**src/rtl/ecap_defines.vh**
```
`ifndef ECAP_DEFINES_VH
`define ECAP_DEFINES_VH
// ==========================================================
// Timing
`define ECAP_CLK_NS 4
`define ECAP_BIT_NS 100
// ==========================================================
// Register word indices on the Avalon address
`define ECAP_REG_CONTROL 4'h0
`define ECAP_REG_THRESH 4'h1
`define ECAP_REG_PHYS_LO 4'h2
`define ECAP_REG_PHYS_HI 4'h3
`define ECAP_REG_HASH_LO 4'h4
`define ECAP_REG_HASH_HI 4'h5
`define ECAP_REG_MODE 4'h6
`define ECAP_REG_STATUS 4'h7
// ==========================================================
// Fields and reset values
`define ECAP_PAD_BIT 11
`define ECAP_STRIP_BIT 10
`define ECAP_MODE_PROM_BIT 0
`define ECAP_MODE_NOBC_BIT 1
`define ECAP_CTRL_RESET 32'h00000c00
`define ECAP_THRESH_RESET 32'h00000040
`define ECAP_MODE_RESET 32'h00000000
// ==========================================================
// Framing constants, patterns in transmission order
`define ECAP_PREAMBLE 8'haa
`define ECAP_SFD 8'hab
`define ECAP_PRE_LAST 11'h006
`define ECAP_SKIP_LAST 3'h7
`define ECAP_BYTE_LAST 5'h07
`define ECAP_FCS_LAST 5'h1f
`define ECAP_MIN_FRAME 11'h040
`define ECAP_MIN_NOFCS 11'h03c
`define ECAP_MIN_DATA 16'h002e
`define ECAP_HDR_BYTES 11'h00e
`define ECAP_DA_LAST 11'h005
`define ECAP_DECIDE 11'h006
`define ECAP_LEN_HI 11'h00c
`define ECAP_LEN_LO 11'h00d
`define ECAP_BCAST 48'hffffffffffff
// ==========================================================
// Frame check sequence
`define ECAP_CRC_POLY 32'h04c11db7
`define ECAP_CRC_INIT 32'hffffffff
`define ECAP_CRC_RESIDUE 32'hc704dd7b
`endif

```
**src/rtl/ecap_crc32.v**
```verilog
`timescale 1ns/1ns
`include "ecap_defines.vh"
// ==========================================================
// Bit-serial CRC register
module ecap_crc32 #(
    parameter WIDTH = 32,
    parameter [WIDTH-1:0] POLY = `ECAP_CRC_POLY,
    parameter [WIDTH-1:0] INIT = `ECAP_CRC_INIT
) (
    input wire clock, // Device clock
    input wire rst_b, // Sync reset, active low
    input wire init, // Reload start value
    input wire en, // Advance one bit
    input wire shift_only, // Shift out, no feedback
    input wire din, // Serial data bit
    output reg [WIDTH-1:0] crc // Current remainder
);
    wire fb;

    // Shift-only mode lets the sender stream the remainder out MSB first
    assign fb = shift_only ? 1'b0 : (crc[WIDTH-1] ^ din);

    // Remainder update
    always @(posedge clock) begin
        if (!rst_b || init) begin
            crc <= INIT;
        end else if (en) begin
            crc <= {crc[WIDTH-2:0], 1'b0} ^ (fb ? POLY : {WIDTH{1'b0}});
        end
    end
endmodule

```
**src/rtl/ecap_frame_engine.v**
```verilog
`timescale 1ns/1ns
`include "ecap_defines.vh"
module ecap_frame_engine #(
    parameter LEVEL_W = 8
) (
    input wire clock, // 250 MHz device clock
    input wire rst_b, // Sync reset, active low
    input wire [3:0] avs_address, // Word index
    input wire avs_read, // Read request
    input wire avs_write, // Write request
    input wire [31:0] avs_writedata, // Write data
    output reg [31:0] avs_readdata, // Read data
    output reg avs_waitrequest, // Stall, high by default
    input wire [7:0] tx_data, // Transmit FIFO byte
    input wire tx_valid, // Transmit byte present
    input wire tx_last, // Byte ends the frame
    input wire [LEVEL_W-1:0] tx_fifo_level, // Transmit FIFO fill
    output reg tx_ready, // Byte taken when valid too
    input wire channel_free, // Deferral allows access
    output reg tx_out, // Serial bit to codec
    output reg tx_en, // Transmit active
    input wire rx_bit, // Decoded bit from codec
    input wire rx_bit_strobe, // Decoded bit present
    input wire rx_carrier, // Receive activity
    input wire rx_collision, // Collision seen
    output reg [7:0] rx_out_data, // Byte to receive FIFO
    output reg rx_out_valid, // Byte pulse
    output reg rx_out_end, // End of frame pulse
    output reg rx_out_drop, // Delete frame from FIFO
    output reg rx_out_fcs_err, // FCS mismatch at end
    output reg [7:0] ext_addr_data, // Destination byte out
    output reg ext_addr_strobe, // Destination byte pulse
    input wire ext_addr_match // External filter hit
);
    localparam [31:0] BIT_CYCLES = (`ECAP_BIT_NS + `ECAP_CLK_NS - 1) /
                                   `ECAP_CLK_NS;
    localparam [4:0] BIT_LAST = BIT_CYCLES[4:0] - 5'h01;
    localparam [31:0] THRESH_INIT = `ECAP_THRESH_RESET;
    localparam [31:0] MODE_INIT = `ECAP_MODE_RESET;
    localparam [5:0] T_IDLE = 6'h01;
    localparam [5:0] T_PRE = 6'h02;
    localparam [5:0] T_SFD = 6'h04;
    localparam [5:0] T_DATA = 6'h08;
    localparam [5:0] T_PAD = 6'h10;
    localparam [5:0] T_FCS = 6'h20;
    localparam [4:0] R_IDLE = 5'h01;
    localparam [4:0] R_SKIP = 5'h02;
    localparam [4:0] R_HUNT = 5'h04;
    localparam [4:0] R_FRAME = 5'h08;
    localparam [4:0] R_WAIT = 5'h10;

    reg [31:0] control;
    reg [LEVEL_W-1:0] thresh;
    reg [47:0] phys;
    reg [63:0] hash;
    reg [1:0] mode;
    reg [7:0] runt_count;
    reg [7:0] good_count;
    reg [31:0] next_readdata;
    reg [4:0] bit_div;
    reg bit_en;
    reg [5:0] tx_state;
    reg [7:0] tx_sr;
    reg [4:0] tx_bitcnt;
    reg [10:0] tx_bytecnt;
    reg [7:0] hold;
    reg hold_full;
    reg hold_last;
    reg got_last;
    reg cur_last;
    reg tx_corrupt;
    reg [4:0] rx_state;
    reg [2:0] rx_bitcnt;
    reg [7:0] rx_sr;
    reg [10:0] rx_count;
    reg [47:0] da;
    reg [7:0] len_hi;
    reg strip_on;
    reg [10:0] strip_limit;
    reg accepted;
    reg [5:0] hash_idx;
    reg byte_done_d;
    reg fcs_good;
    reg ext_match_m;
    reg ext_match_s;
    wire [31:0] tx_crc;
    wire [31:0] rx_crc;
    wire [10:0] tx_next_count;
    wire [7:0] rx_byte;
    wire [15:0] rx_len;
    wire fetch_ok;
    wire tx_start;
    wire crc_tx_en;
    wire pad_en;
    wire strip_en;

    assign pad_en = control[`ECAP_PAD_BIT];
    assign strip_en = control[`ECAP_STRIP_BIT];
    assign tx_next_count = tx_bytecnt + 11'h001;
    assign rx_byte = {rx_bit, rx_sr[7:1]};
    assign rx_len = {len_hi, rx_byte};
    assign fetch_ok = ((tx_state & (T_PRE | T_SFD | T_DATA)) != 6'h00)
                      && !got_last;
    // Deferral outside decides availability; half duplex only
    assign tx_start = tx_valid && (tx_fifo_level >= thresh)
                      && channel_free;
    assign crc_tx_en = bit_en && ((tx_state & (T_DATA | T_PAD | T_FCS))
                       != 6'h00);

    // ==========================================================
    // CRC engines
    ecap_crc32 u_tx_crc (
        .clock(clock),
        .rst_b(rst_b),
        .init(tx_state == T_IDLE),
        .en(crc_tx_en),
        .shift_only(tx_state == T_FCS),
        .din(tx_sr[7]),
        .crc(tx_crc)
    );
    ecap_crc32 u_rx_crc (
        .clock(clock),
        .rst_b(rst_b),
        .init(rx_state != R_FRAME),
        .en(rx_bit_strobe && (rx_state == R_FRAME)),
        .shift_only(1'b0),
        .din(rx_bit),
        .crc(rx_crc)
    );

    // ==========================================================
    // Avalon slave: one wait cycle, write lands when wait is low
    always @* begin
        next_readdata = 32'h00000000;
        if (avs_address == `ECAP_REG_CONTROL) begin
            next_readdata = control;
        end else if (avs_address == `ECAP_REG_THRESH) begin
            next_readdata[LEVEL_W-1:0] = thresh;
        end else if (avs_address == `ECAP_REG_PHYS_LO) begin
            next_readdata = phys[31:0];
        end else if (avs_address == `ECAP_REG_PHYS_HI) begin
            next_readdata[15:0] = phys[47:32];
        end else if (avs_address == `ECAP_REG_HASH_LO) begin
            next_readdata = hash[31:0];
        end else if (avs_address == `ECAP_REG_HASH_HI) begin
            next_readdata = hash[63:32];
        end else if (avs_address == `ECAP_REG_MODE) begin
            next_readdata[1:0] = mode;
        end else if (avs_address == `ECAP_REG_STATUS) begin
            next_readdata = {runt_count, good_count, 14'h0000,
                             rx_state == R_FRAME, tx_state != T_IDLE};
        end
    end

    // Register file and handshake
    always @(posedge clock) begin
        if (!rst_b) begin
            avs_waitrequest <= 1'b1;
            avs_readdata <= 32'h00000000;
            control <= `ECAP_CTRL_RESET;
            thresh <= THRESH_INIT[LEVEL_W-1:0];
            phys <= 48'h000000000000;
            hash <= 64'h0000000000000000;
            mode <= MODE_INIT[1:0];
        end else begin
            avs_waitrequest <= !((avs_read || avs_write)
                                 && avs_waitrequest);
            if (avs_read && avs_waitrequest) begin
                avs_readdata <= next_readdata;
            end
            if (avs_write && !avs_waitrequest) begin
                if (avs_address == `ECAP_REG_CONTROL) begin
                    control <= avs_writedata;
                end else if (avs_address == `ECAP_REG_THRESH) begin
                    thresh <= avs_writedata[LEVEL_W-1:0];
                end else if (avs_address == `ECAP_REG_PHYS_LO) begin
                    phys[31:0] <= avs_writedata;
                end else if (avs_address == `ECAP_REG_PHYS_HI) begin
                    phys[47:32] <= avs_writedata[15:0];
                end else if (avs_address == `ECAP_REG_HASH_LO) begin
                    hash[31:0] <= avs_writedata;
                end else if (avs_address == `ECAP_REG_HASH_HI) begin
                    hash[63:32] <= avs_writedata;
                end else if (avs_address == `ECAP_REG_MODE) begin
                    mode <= avs_writedata[1:0];
                end
            end
        end
    end

    // ==========================================================
    // Bit-time divider, one enable per 100 ns bit
    always @(posedge clock) begin
        if (!rst_b) begin
            bit_div <= 5'h00;
            bit_en <= 1'b0;
        end else begin
            bit_en <= (bit_div == BIT_LAST);
            bit_div <= (bit_div == BIT_LAST) ? 5'h00 : bit_div + 5'h01;
        end
    end

    // ==========================================================
    // Transmit framer; one-byte holding stage fed from the FIFO.
    // Underflow sends the true remainder, so the FCS is invalid.
    always @(posedge clock) begin
        if (!rst_b) begin
            tx_state <= T_IDLE;
            tx_sr <= 8'h00;
            tx_bitcnt <= 5'h00;
            tx_bytecnt <= 11'h000;
            tx_out <= 1'b0;
            tx_en <= 1'b0;
            tx_ready <= 1'b0;
            hold <= 8'h00;
            hold_full <= 1'b0;
            hold_last <= 1'b0;
            got_last <= 1'b0;
            cur_last <= 1'b0;
            tx_corrupt <= 1'b0;
        end else begin
            tx_ready <= fetch_ok && !hold_full && !(tx_ready && tx_valid);
            if (tx_ready && tx_valid) begin
                hold <= tx_data;
                hold_last <= tx_last;
                hold_full <= 1'b1;
                got_last <= tx_last;
            end
            if (bit_en) begin
                case (tx_state)
                    T_IDLE: begin
                        tx_en <= 1'b0;
                        tx_out <= 1'b0;
                        got_last <= 1'b0;
                        if (tx_start) begin
                            tx_state <= T_PRE;
                            tx_sr <= `ECAP_PREAMBLE;
                            tx_bitcnt <= 5'h00;
                            tx_bytecnt <= 11'h000;
                            tx_corrupt <= 1'b0;
                            cur_last <= 1'b0;
                        end
                    end
                    default: begin
                        tx_en <= 1'b1;
                        if (tx_state == T_FCS) begin
                            tx_out <= tx_corrupt ? tx_crc[31] : ~tx_crc[31];
                        end else begin
                            tx_out <= tx_sr[7];
                        end
                        tx_sr <= {tx_sr[6:0], 1'b0};
                        tx_bitcnt <= tx_bitcnt + 5'h01;
                        if (tx_state == T_FCS) begin
                            if (tx_bitcnt == `ECAP_FCS_LAST) begin
                                tx_state <= T_IDLE;
                            end
                        end else if (tx_bitcnt == `ECAP_BYTE_LAST) begin
                            tx_bitcnt <= 5'h00;
                            tx_bytecnt <= tx_next_count;
                            if (tx_state == T_PRE) begin
                                if (tx_bytecnt == `ECAP_PRE_LAST) begin
                                    tx_state <= T_SFD;
                                    tx_sr <= `ECAP_SFD;
                                end else begin
                                    tx_sr <= `ECAP_PREAMBLE;
                                end
                            end else if ((tx_state == T_SFD) ||
                                         ((tx_state == T_DATA) &&
                                          !cur_last)) begin
                                if (tx_state == T_SFD) begin
                                    tx_bytecnt <= 11'h000;
                                end
                                if (hold_full) begin
                                    // LSB first on the wire
                                    tx_state <= T_DATA;
                                    tx_sr <= {hold[0], hold[1], hold[2],
                                              hold[3], hold[4], hold[5],
                                              hold[6], hold[7]};
                                    cur_last <= hold_last;
                                    hold_full <= 1'b0;
                                end else begin
                                    tx_state <= T_FCS;
                                    tx_corrupt <= 1'b1;
                                end
                            end else if (pad_en && (tx_next_count <
                                         `ECAP_MIN_NOFCS)) begin
                                tx_state <= T_PAD;
                                tx_sr <= 8'h00;
                            end else begin
                                tx_state <= T_FCS;
                            end
                        end
                    end
                endcase
            end
        end
    end

    // ==========================================================
    // External match is asynchronous to us, so resync it first
    always @(posedge clock) begin
        if (!rst_b) begin
            ext_match_m <= 1'b0;
            ext_match_s <= 1'b0;
        end else begin
            ext_match_m <= ext_addr_match;
            ext_match_s <= ext_match_m;
        end
    end

    // ==========================================================
    // Receive deframer. Bytes flow out as they arrive; rejection
    // and runt deletion are signalled at the end pulse.
    always @(posedge clock) begin
        if (!rst_b) begin
            rx_state <= R_IDLE;
            rx_bitcnt <= 3'h0;
            rx_sr <= 8'h00;
            rx_count <= 11'h000;
            da <= 48'h000000000000;
            len_hi <= 8'h00;
            strip_on <= 1'b0;
            strip_limit <= 11'h000;
            accepted <= 1'b0;
            hash_idx <= 6'h00;
            byte_done_d <= 1'b0;
            fcs_good <= 1'b0;
            rx_out_data <= 8'h00;
            rx_out_valid <= 1'b0;
            rx_out_end <= 1'b0;
            rx_out_drop <= 1'b0;
            rx_out_fcs_err <= 1'b0;
            ext_addr_data <= 8'h00;
            ext_addr_strobe <= 1'b0;
            runt_count <= 8'h00;
            good_count <= 8'h00;
        end else begin
            rx_out_valid <= 1'b0;
            rx_out_end <= 1'b0;
            ext_addr_strobe <= 1'b0;
            byte_done_d <= 1'b0;
            // Remainder sampled only on byte boundaries: dribble ignored
            if (byte_done_d) begin
                fcs_good <= (rx_crc == `ECAP_CRC_RESIDUE);
                if (rx_count == `ECAP_DECIDE) begin
                    hash_idx <= rx_crc[31:26];
                end
            end
            case (rx_state)
                R_IDLE: begin
                    rx_bitcnt <= 3'h0;
                    if (rx_carrier) begin
                        rx_state <= R_SKIP;
                    end
                end
                R_SKIP: begin
                    if (!rx_carrier) begin
                        rx_state <= R_IDLE;
                    end else if (rx_bit_strobe) begin
                        rx_bitcnt <= rx_bitcnt + 3'h1;
                        if (rx_bitcnt == `ECAP_SKIP_LAST) begin
                            rx_state <= R_HUNT;
                            rx_sr <= 8'h00;
                        end
                    end
                end
                R_HUNT: begin
                    if (!rx_carrier) begin
                        rx_state <= R_IDLE;
                    end else if (rx_collision) begin
                        rx_state <= R_WAIT;
                    end else if (rx_bit_strobe) begin
                        rx_sr <= {rx_sr[6:0], rx_bit};
                        if ({rx_sr[6:0], rx_bit} == `ECAP_SFD) begin
                            rx_state <= R_FRAME;
                            rx_bitcnt <= 3'h0;
                            rx_count <= 11'h000;
                            strip_on <= 1'b0;
                            accepted <= 1'b0;
                            fcs_good <= 1'b0;
                        end
                    end
                end
                R_FRAME: begin
                    if (!rx_carrier || rx_collision) begin
                        rx_state <= rx_carrier ? R_WAIT : R_IDLE;
                        rx_out_end <= 1'b1;
                        rx_out_drop <= (rx_count < `ECAP_MIN_FRAME)
                                       || !accepted;
                        rx_out_fcs_err <= !fcs_good;
                        if (rx_count < `ECAP_MIN_FRAME) begin
                            runt_count <= runt_count + 8'h01;
                        end else if (accepted && fcs_good) begin
                            good_count <= good_count + 8'h01;
                        end
                    end else if (rx_bit_strobe) begin
                        rx_sr <= rx_byte;
                        rx_bitcnt <= rx_bitcnt + 3'h1;
                        if (rx_bitcnt == 3'h7) begin
                            byte_done_d <= 1'b1;
                            rx_count <= rx_count + 11'h001;
                            if (rx_count <= `ECAP_DA_LAST) begin
                                da <= {rx_byte, da[47:8]};
                                ext_addr_data <= rx_byte;
                                ext_addr_strobe <= 1'b1;
                            end
                            // Decide after the full address
                            if (rx_count == `ECAP_DECIDE) begin
                                accepted <= mode[`ECAP_MODE_PROM_BIT] ||
                                    (da == phys) || ext_match_s ||
                                    ((da == `ECAP_BCAST) &&
                                     !mode[`ECAP_MODE_NOBC_BIT]) ||
                                    (da[0] && hash[hash_idx]);
                            end
                            if (rx_count == `ECAP_LEN_HI) begin
                                len_hi <= rx_byte;
                            end
                            // Length 46+ is taken as is, never checked
                            if ((rx_count == `ECAP_LEN_LO) && strip_en
                                && (rx_len < `ECAP_MIN_DATA)) begin
                                strip_on <= 1'b1;
                                strip_limit <= `ECAP_HDR_BYTES +
                                               {5'h00, rx_byte[5:0]};
                            end
                            // Stripping cuts pad and FCS together
                            if (!(strip_on &&
                                  (rx_count >= strip_limit))) begin
                                rx_out_data <= rx_byte;
                                rx_out_valid <= 1'b1;
                            end
                        end
                    end
                end
                R_WAIT: begin
                    if (!rx_carrier) begin
                        rx_state <= R_IDLE;
                    end
                end
                default: begin
                    rx_state <= R_IDLE;
                end
            endcase
        end
    end
endmodule

```
**config.mk**
```make
export PLATFORM = sky130hd
export DESIGN_NAME = ecap_frame_engine
export DESIGN_NICKNAME = d
export VERILOG_FILES = /design/src/rtl/ecap_crc32.v /design/src/rtl/ecap_frame_engine.v
export VERILOG_INCLUDE_DIRS = /design/src /design/src/rtl
export SDC_FILE = /design/constraint.sdc
export NUM_CORES = 1
export LEC_CHECK = 0
export BUFFER_PORTS_ARGS = -buffer_cell sky130_fd_sc_hd__buf_2
export CAP_MARGIN = 10
export CELL_PAD_IN_SITES_DETAIL_PLACEMENT = 0
export CELL_PAD_IN_SITES_GLOBAL_PLACEMENT = 2
export CORE_MARGIN = 1
export CORE_UTILIZATION = 35
export CTS_BUF_LIST = sky130_fd_sc_hd__clkbuf_4
export CTS_CLUSTER_SIZE = 8
export DETAILED_ROUTE_END_ITERATION = 10
export GPL_TIMING_DRIVEN = 0
export PLACE_DENSITY = 0.81
export SLEW_MARGIN = 5
export SYNTH_ARGS = -nofsm -noshare
export SYNTH_HDL_FRONTEND = slang
export SYNTH_SLANG_ARGS = --single-unit
```
**constraint.sdc**
```tcl
create_clock -name clock -period 2.26 [get_ports clock]
set_input_delay 0.339 -clock clock [delete_from_list [all_inputs] [get_ports clock]]
set_output_delay 0.339 -clock clock [all_outputs]
set_load 0.03 [all_outputs]
```
==> Word-level counts from Yosys, hierarchy flattened <==
Cells that the tools add are included.
{ "classes": {"n_lt_le_gt_ge": 7, "reduce_logical": 80, "n_mux": 135, "bitwise_logic": 18, "eq_ne": 56, "add_sub_neg": 8} }
{ "ops": {"columns": ["cell", "count"], "rows": [
  ["$mux W32", 5],
  ["$mux W11", 14],
  ["$mux W8", 17],
  ["$mux W5", 15],
  ["$xor A32 B32 Y32", 2],
  ["$mux W6", 10],
  ["$mux W27", 2],
  ["$mux W1", 53],
  ["$eq A48 B48 Y1", 1],
  ["$eq A48 B48 Y1 const B", 1],
  ["$reduce_and A7 Y1", 5],
  ["$eq A32 B32 Y1 const B", 1],
  ["$mux W16", 2],
  ["$mux W30", 1],
  ["$reduce_and A5 Y1", 6],
  ["$reduce_and A9 Y1", 3],
  ["$pmux W5 S5", 1],
  ["$mux W24", 1],
  ["$ne A2 B2 Y1 const B", 12],
  ["$pmux W8 S3", 1],
  ["$add A11 B1 Y11 const B", 2],
  ["$eq A11 B3 Y1 const B", 2],
  ["$eq A11 B4 Y1 const B", 2],
  ["$pmux W11 S2", 1],
  ["56 further kinds", 144]
]} }
{ "word_totals": {"regBits": 446, "elab_cells": 353, "input_bits": 64} }

==> Logic depth before layout (Yosys ltp) <==
Gate-level depths: netlist of the first run.
{ "logic_depth": {"word_depth": 10, "mapped_depth": 10, "ltp_nobuf": 9} }

==> Hierarchy <==
From an unflattened synthesis of the first run, not the netlist that was laid out.
{ "unflattened": {"hier_cells": 2472, "area_unflattened_um2": 20225.6} }
{ "modules_own_cells": {"columns": ["mod", "seq_area_each_um2", "cells_per_inst", "area_per_inst_um2", "instances"], "rows": [
  ["ecap_frame_engine", 7407.1, 2160, 17302.8, 1],
  ["ecap_crc32", 640.6, 156, 1461.4, 2]
]} }

==> Least setup slack after synthesis of the first run <==
No wires, ideal clock.
{ "synth_timing": {"path_kind": "register to register", "start": "reg hash_idx[1]", "end": "reg accepted", "arrival_ps": 2040, "setup_time_ps": 122, "period_less_slack_ps": 2161, "required_ps": 2138, "n_path_buf": 2, "setup_slack_ps": 99, "stages_incl_launch_ff": 8, "path_cell_list": "dfxtp_1 -> buf_2 -> buf_2 -> mux4_2 -> mux4_2 -> a21oi_1 -> nor3b_1 -> o311a_1"} }
{ "synth_between": {"elab_chain_cells": 9} }
{ "synth_lines": {"columns": ["item", "line_no", "text"], "rows": [
  ["start, declared", "ecap_frame_engine.v:81", "reg [5:0] hash_idx;"],
  ["start signal, assigned", "ecap_frame_engine.v:346", "hash_idx <= rx_crc[31:26];"],
  ["$bmux W1 S6", "ecap_frame_engine.v:413", "(da[0] && hash[hash_idx]);"],
  ["$mux W1 (implied by the code)", "ecap_frame_engine.v:413", null],
  ["$logic_and A1 B1 Y1", "ecap_frame_engine.v:413", null],
  ["$logic_or A1 B1 Y1", "ecap_frame_engine.v:409", "accepted <= mode[`ECAP_MODE_PROM_BIT] ||"],
  ["$mux W1", "ecap_frame_engine.v:408", "if (rx_count == `ECAP_DECIDE) begin"],
  ["$mux W1", "ecap_frame_engine.v:399", "if (rx_bitcnt == 3'h7) begin"],
  ["$mux W1", "ecap_frame_engine.v:396", "end else if (rx_bit_strobe) begin"],
  ["$mux W1", "ecap_frame_engine.v:385", "if (!rx_carrier || rx_collision) begin"],
  ["$pmux W1 S2", "ecap_frame_engine.v:349", "case (rx_state)"],
  ["end signal, assigned", "ecap_frame_engine.v:409", null],
  ["end, declared", "ecap_frame_engine.v:80", "reg accepted;"]
]} }
Every way passes these cells. The select of a mux whose other input is x is not followed.
A chain may end at the register's enable or synchronous reset.

==> Worst setup path in the final report of the first run <==
{ "layout_timing": {"start": "reg rx_count[8]", "end": "reg accepted"} }
{ "layout_between": {"elab_chain_cells": 3} }
{ "layout_lines": {"columns": ["item", "line_no", "text"], "rows": [
  ["start, declared", "ecap_frame_engine.v:75", "reg [10:0] rx_count;"],
  ["start signal, assigned", "ecap_frame_engine.v:401", "rx_count <= rx_count + 11'h001;"],
  ["$eq A11 B3 Y1 (no source line)", null, null],
  ["$ne A2 B1 Y1 (no source line)", null, null],
  ["$reduce_and A9 Y1 (no source line)", null, null]
]} }
Every way passes these cells.

==> results.ini, run 1 <==
[clock_network]
cts_tree=yes
h-tree-depth=3
clk_latency_ps=910
max-clock-path-buffers=3
clk_pin_slew_ps=70
cts_sinks=434
numCtsBuffers=118
clockRootBuffer=clkbuf_4

[setup_path]
path_depth=7
rr_worst_depth=7
crit_family=simple AND/OR/NAND/NOR gates
cpPeakStageDelay_ps=550
start_kind=register
cp.required_ps=2970
crit_chain=or4_4, nor4b_4, and3_4, nor2_4, o31ai_4, nand3_2, o311a_1
critical_path_buf_inv_count=0
setup.worst_path.end_class=register
crit_path_top_delay_cell=or4_4
cp_max_fo=3
arrival_ps=3090
path_class=register to register

[drt]
drt_drc_violations_left=0
ant_nets=0
drt_iter0_drc=1658
routed_via_density=5.29
routed_wl_um=72600
wire_per_inst_um=20.4
first_pass_iters=5
routed-via-count=18800

[power_and_ir_drop]
internal-power_mw=11.5
combinationalPowerShare_pct=6.4
switching_power_mw=4.10
powerDensity_nw_per_um2=656
ir_drop_uv=331
seqPwrFrac_pct=49.8
p_sw_share_pct=26.3
pwr-share-clk_pct=43.9
cellLeakagePower_nw=8.67

[timing]
hold_viol_final=0
setup-violations-final=2
timing.fmax_ghz=0.422
rsz0062_at_grt=yes
setup_ws_ps=-112
slew_violations=0
fin_crit_ps=2370
fin_skew_ps=73.5
post-route-period-util_pct=105
tightest_slew_ps=1260
max_slew_margin_pct=16.0

[grt]
antenna_found_initial=3
gr-total-overflow=0
grt_pass1_wl_um=109000
grt_pass1_vias=17900
grt_start_max_net_pins=16
grt_use_total_pct=25.1

[layout]
final_common_cell=nand2_1
stdcell_area_sq_um=23800
final_cell_mix=615 x nand2_1, 414 x dfxtp_1, 243 x a21oi_1, 179 x clkbuf_4, 131 x buf_2
drive_gt1_share_pct=17.8
fill_cells=5676
nets=2814
areaGrowthSynthToFinish_pct=20.5
finish.utilization_pct=43.0

[logic_synthesis]
synth-async-reset-ratio_pct=0
synth_area_leaders=dfxtp_1 44%, nand2_1 12%, a21oi_1 6.3%, xnor2_1 4.0%, mux2i_1 3.9%
synth_top_area_share_pct=44.0
synth_top_area_cell=dfxtp_1
synthFlopType=dfxtp_1
ys_warn_count=0
syn_nets=2509
synth_edf_count=0
syn_area_sq_um=19800
ys_ff_latch=434
syn_inst=2415
synth_seq_area_share_pct=44.0
syn_avg_cell_area_sq_um=8.18
yosys.cell_types.count=80

[floorplanning]
die_x_um=240
pin_count=121
rows=86
fp.coreArea_sq_um=55400
die_y_um=240
dieArea_sq_um=57400
initial_core_util_pct=35.7

[job]
maxCapViolCount=0

[place]
pre_cts_slack_ps=-1070
place_congestion=0.918
place_area_sq_um=21300
detailed_place_hpwl_um=53200
port_buffers=118

[min_path]
hold_path.class=primary input to register
min_path_cells=4

[status]
status=complete, but fails checks
violations=negative setup slack

## tightest hold or removal path, cell delays in order
cell	delay (ps)
buf_2	160
clkbuf_1	240
o21ai_0	130
a21oi_1	50
## cells by family (layout without fill, tap and decap cells)
group | Yosys count | count (layout) | share of synthesized area, %
buf+inv | 207 | 591 | 4.31
compound gates | 499 | 499 | 15.0
other cells | 0 | 3 | 0
fa+ha+maj | 30 | 30 | 1.90
xor+xnor | 111 | 111 | 4.92
flops | 434 | 434 | 44.0
simple gates | 1019 | 1019 | 22.9
mux | 115 | 115 | 7.04
## what timing repair did
action	CTS	global route
endpoints found under the hold margin	183	0
endpoints found under the setup margin	230	142
gates resized for setup	61	82
pin swaps	10	21
hold buffers	54	0
cloned	0	1
buffers inserted	10	16
## flip-flops by register name, indices dropped and copies added, names as in the netlist, 11 cells and up
signal / flops
hash: 64
phys: 48
da: 40
avs_readdata: 32
control: 32
u_rx_crc.crc: 32
u_tx_crc.crc: 32
rx_count: 11
tx_bytecnt: 11
## through the flow
| stage | std cells | setup TNS, ps | power, mW | hold WS (ps) |
|---|---|---|---|---|
| floorplan | 2415 | 0 | 8.39 | 399 |
| global placement | 3281 | -180850 | 8.82 | 410 |
| detailed placement | 3281 | -187890 | 8.83 | 416 |
| CTS | 3534 | -284 | 15.8 | 3.38 |
| global route | 3550 | -1530 | 16.3 | 64.9 |
| finish | 3550 | -113 | 15.6 | 70.2 |
## routing by layer
metal	vias up	part of all wire [%]	track usage [%]
met5	-	0	0
met2	633	45	39.2
li1	9019	-	-
met3	142	6.3	5.15
met4	0	3.7	10.1
met1	8975	45	33.7
## cells in the mapped netlist, types with 10 or more instances
library cell  count
nand2_1         617
clkbuf_1        132
mux2i_1          77
a31oi_1          33
xor2_1           21
nor2_1          131
buf_2            21
nor2b_1          14
and3_1           13
nor3_1           33
nand4_1          39
inv_1            33
and2_1           12
a211oi_1         18
a22oi_1          30
ha_1             30
or3_1            10
a21oi_1         250
nand2b_1         12
xnor2_1          90
mux4_2           17
dfxtp_1         434
o211ai_1         18
o21ai_0          89
buf_1            10
nor4_1           11
nand3_1          72
mux2_2           21
## final cells by class
type / instances / area (sq um) / share of cell area (%)
antenna: 3 / 7.51 / 0.0315
buffer: 160 / 777 / 3.26
clock buffer: 176 / 1320 / 5.55
clock inverter: 23 / 92.6 / 0.389
inverter: 33 / 124 / 0.520
multi-input combinational: 1774 / 10500 / 44.0
sequential: 434 / 8720 / 36.6
tap: 748 / 936 / 3.93
timing repair buffer: 199 / 1350 / 5.68
## power by group through the flow
| stage | registers (mW) | logic, mW | clock network [mW] |
|---|---|---|---|
| after CTS | 7.77 | 0.984 | 7.05 |
| after floorplan | 7.99 | 0.397 | 0 |
| after detailed placement | 7.94 | 0.893 | 0 |
| after global routing | 7.77 | 1.06 | 7.46 |
| after global placement | 7.94 | 0.886 | 0 |
| final | 7.77 | 0.994 | 6.85 |
## worst paths after layout
path / startpoint / endpoint / slack [ps]
setup reg to reg: rx_count[8]$_SDFFE_PN0P_ / accepted$_SDFFE_PN0P_ / -110
hold reg to reg: got_last$_SDFF_PN0_ / tx_ready$_SDFF_PN0_ / 420
hold / removal: rst_b / tx_sr[1]$_SDFFE_PN0P_ / 70
setup / recovery: rx_count[8]$_SDFFE_PN0P_ / accepted$_SDFFE_PN0P_ / -110
(Power assumes the default switching activity.)
==> inputs of run 2 (changes only) <==
- CORE_UTILIZATION: 35 -> 41
- PLACE_DENSITY: 0.81 -> 0.89
- clock period: 2.26 -> 2.83 ns (I/O delays scaled with it)
==> run 2 against run 1 <==
Effect of this change:
- the flow now finishes without violations
- global-route usage grew 3.1 points
- clock skew shrank 26 ps
- sequential power shrank 20%
- combinational power shrank 21%
- final area shrank 2.5%
- register-to-register slack gained 270 ps
- sequential cell count is the same
- core utilization grew 5.7 points
- first-iteration DRC count shrank 6.0%
- sequential share of layout area grew 0.82 points
- critical path depth grew 1
==> results.ini, run 2 (synthesis gave the netlist of run 1 again) <==
[layout]
drive_gt1_share_pct=14.7
largest_register_ffs=64
top_register=hash
final_cell_mix=617 x nand2_1, 434 x dfxtp_1, 250 x a21oi_1, 176 x clkbuf_4, 140 x buf_2
multi_input_area_sq_um=10200
final_common_cell=nand2_1
regArea_sq_um=8690
stdcell_area_sq_um=23200
finish.utilization_pct=48.7
top_regs=hash: 64 flops, phys: 48 flops, da: 40 flops
areaGrowthSynthToFinish_pct=17.4
nets=2800
fill_cells=4732

[status]
status=complete, no violations

[place]
pre_cts_slack_ps=-352
port_buffers=118
detailed_place_hpwl_um=51900
place_area_sq_um=21100
place_congestion=0.965

[power_and_ir_drop]
power_mw=12.7
pwr-share-clk_pct=45.0
p_sw_share_pct=26.6
switching_power_mw=3.37
ir_drop_uv=371
cellLeakagePower_nw=8.48
powerDensity_nw_per_um2=547
seqPwrFrac_pct=48.9
combinationalPowerShare_pct=6.2
internal-power_mw=9.32

[timing]
timing.fmax_ghz=0.361
post-route-period-util_pct=97.9
setup-violations-final=0
max_slew_margin_pct=22.0
hold_viol_final=0
fin_crit_ps=2770
tightest_slew_ps=1170
setup_ws_ps=60.5
slew_violations=0
rsz0062_at_grt=no
fin_skew_ps=47.3

[drt]
routed_wl_um=70400
routed_via_density=5.51
wire_per_inst_um=20.6
first_pass_iters=5
routed-via-count=18800
drt_drc_violations_left=0
drt_iter0_drc=1559
ant_nets=0

[clock_network]
numCtsBuffers=119
max-clock-path-buffers=3
cts_setup_buffers=0
h-tree-depth=3
cts_sinks=434
clk_latency_ps=910
clk_pin_slew_ps=70
clockRootBuffer=clkbuf_4
cts_tree=yes

[floorplanning]
pin_count=121
fp.coreArea_sq_um=47600
initial_core_util_pct=41.5
die_x_um=222
die_y_um=222
dieArea_sq_um=49100
rows=80

[grt]
grt_pass1_vias=18200
antenna_found_initial=2
grt_pass1_wl_um=106000
gr-total-overflow=0
grt_start_max_net_pins=17
grt_use_total_pct=28.3

[setup_path]
arrival_ps=3560
path_class=primary input to register
cp.required_ps=3620
start_kind=primary input
setup.worst_path.end_class=register
cp_max_fo=10

[job]
maxCapViolCount=0

[min_path]
hold_path.class=primary input to register

## run 2: per-stage QoR
step | TNS [ps] | instances | hold WS [ps]
final | 0 | 3421 | 118
after global routing | 0 | 3419 | 57.4
after CTS | 0 | 3417 | 21.5
after detailed placement | -24310 | 3148 | 416
after global placement | -22420 | 3148 | 412
after floorplan | 0 | 2415 | 399
## run 2: layout make-up
type                            instances  area share, %
Clock inverter                         41          0.841
Antenna cell                            4         0.0431
Tap cell                              615           3.32
Multi-Input combinational cell       1774           44.2
Clock buffer                          176           5.69
Sequential cell                       434           37.4
Timing Repair Buffer                  170           4.79
Inverter                               33          0.534
Buffer                                174           3.17
## run 2: path summary, 6_finish.rpt
check / start / to / slack (ps) / cells after the start
setup / recovery: avs_address[3] / avs_readdata[17]$_SDFFE_PN0P_ / 60 / 8
hold / removal: rx_bit / ext_addr_data[7]$_SDFFE_PN0P_ / 120 / 3
setup reg to reg: tx_state[5]$_SDFFE_PN0P_ / tx_bytecnt[9]$_SDFFE_PN0P_ / 160 / 8
hold reg to reg: got_last$_SDFF_PN0_ / tx_ready$_SDFF_PN0_ / 430 / 1
## run 2: power groups by stage
stage / Sequential, mW / Clock [mW] / Combinational [mW]
after detailed placement: 6.34 / 0 / 0.714
after CTS: 6.20 / 5.85 / 0.770
after global routing: 6.20 / 6.14 / 0.829
final: 6.20 / 5.70 / 0.782
after global placement: 6.34 / 0 / 0.708
after floorplan: 6.38 / 0 / 0.317
## run 2: what timing repair did
action,CTS,global route
endpoints found under the hold margin,177,0
hold buffers,52,0
gates resized for setup,1,18
setup endpoints to repair,1,70
pin swaps,0,1
## run 2: routing by layer
metal,global-route usage (%),vias up,share of wire [%]
met4,13.7,0,4.6
met2,43.6,752,44
met5,0,-,0
met3,7.28,170,8.5
li1,-,8997,-
met1,36.7,8926,43
## run 2: worst max-delay path, cell delays in order
cell and delay [ps]:
dlygate4sd3_1 530, buf_2 180, or2_2 320, clkbuf_1 260, nor3_2 730, clkbuf_1 540
a22oi_1 320, a31oi_1 230
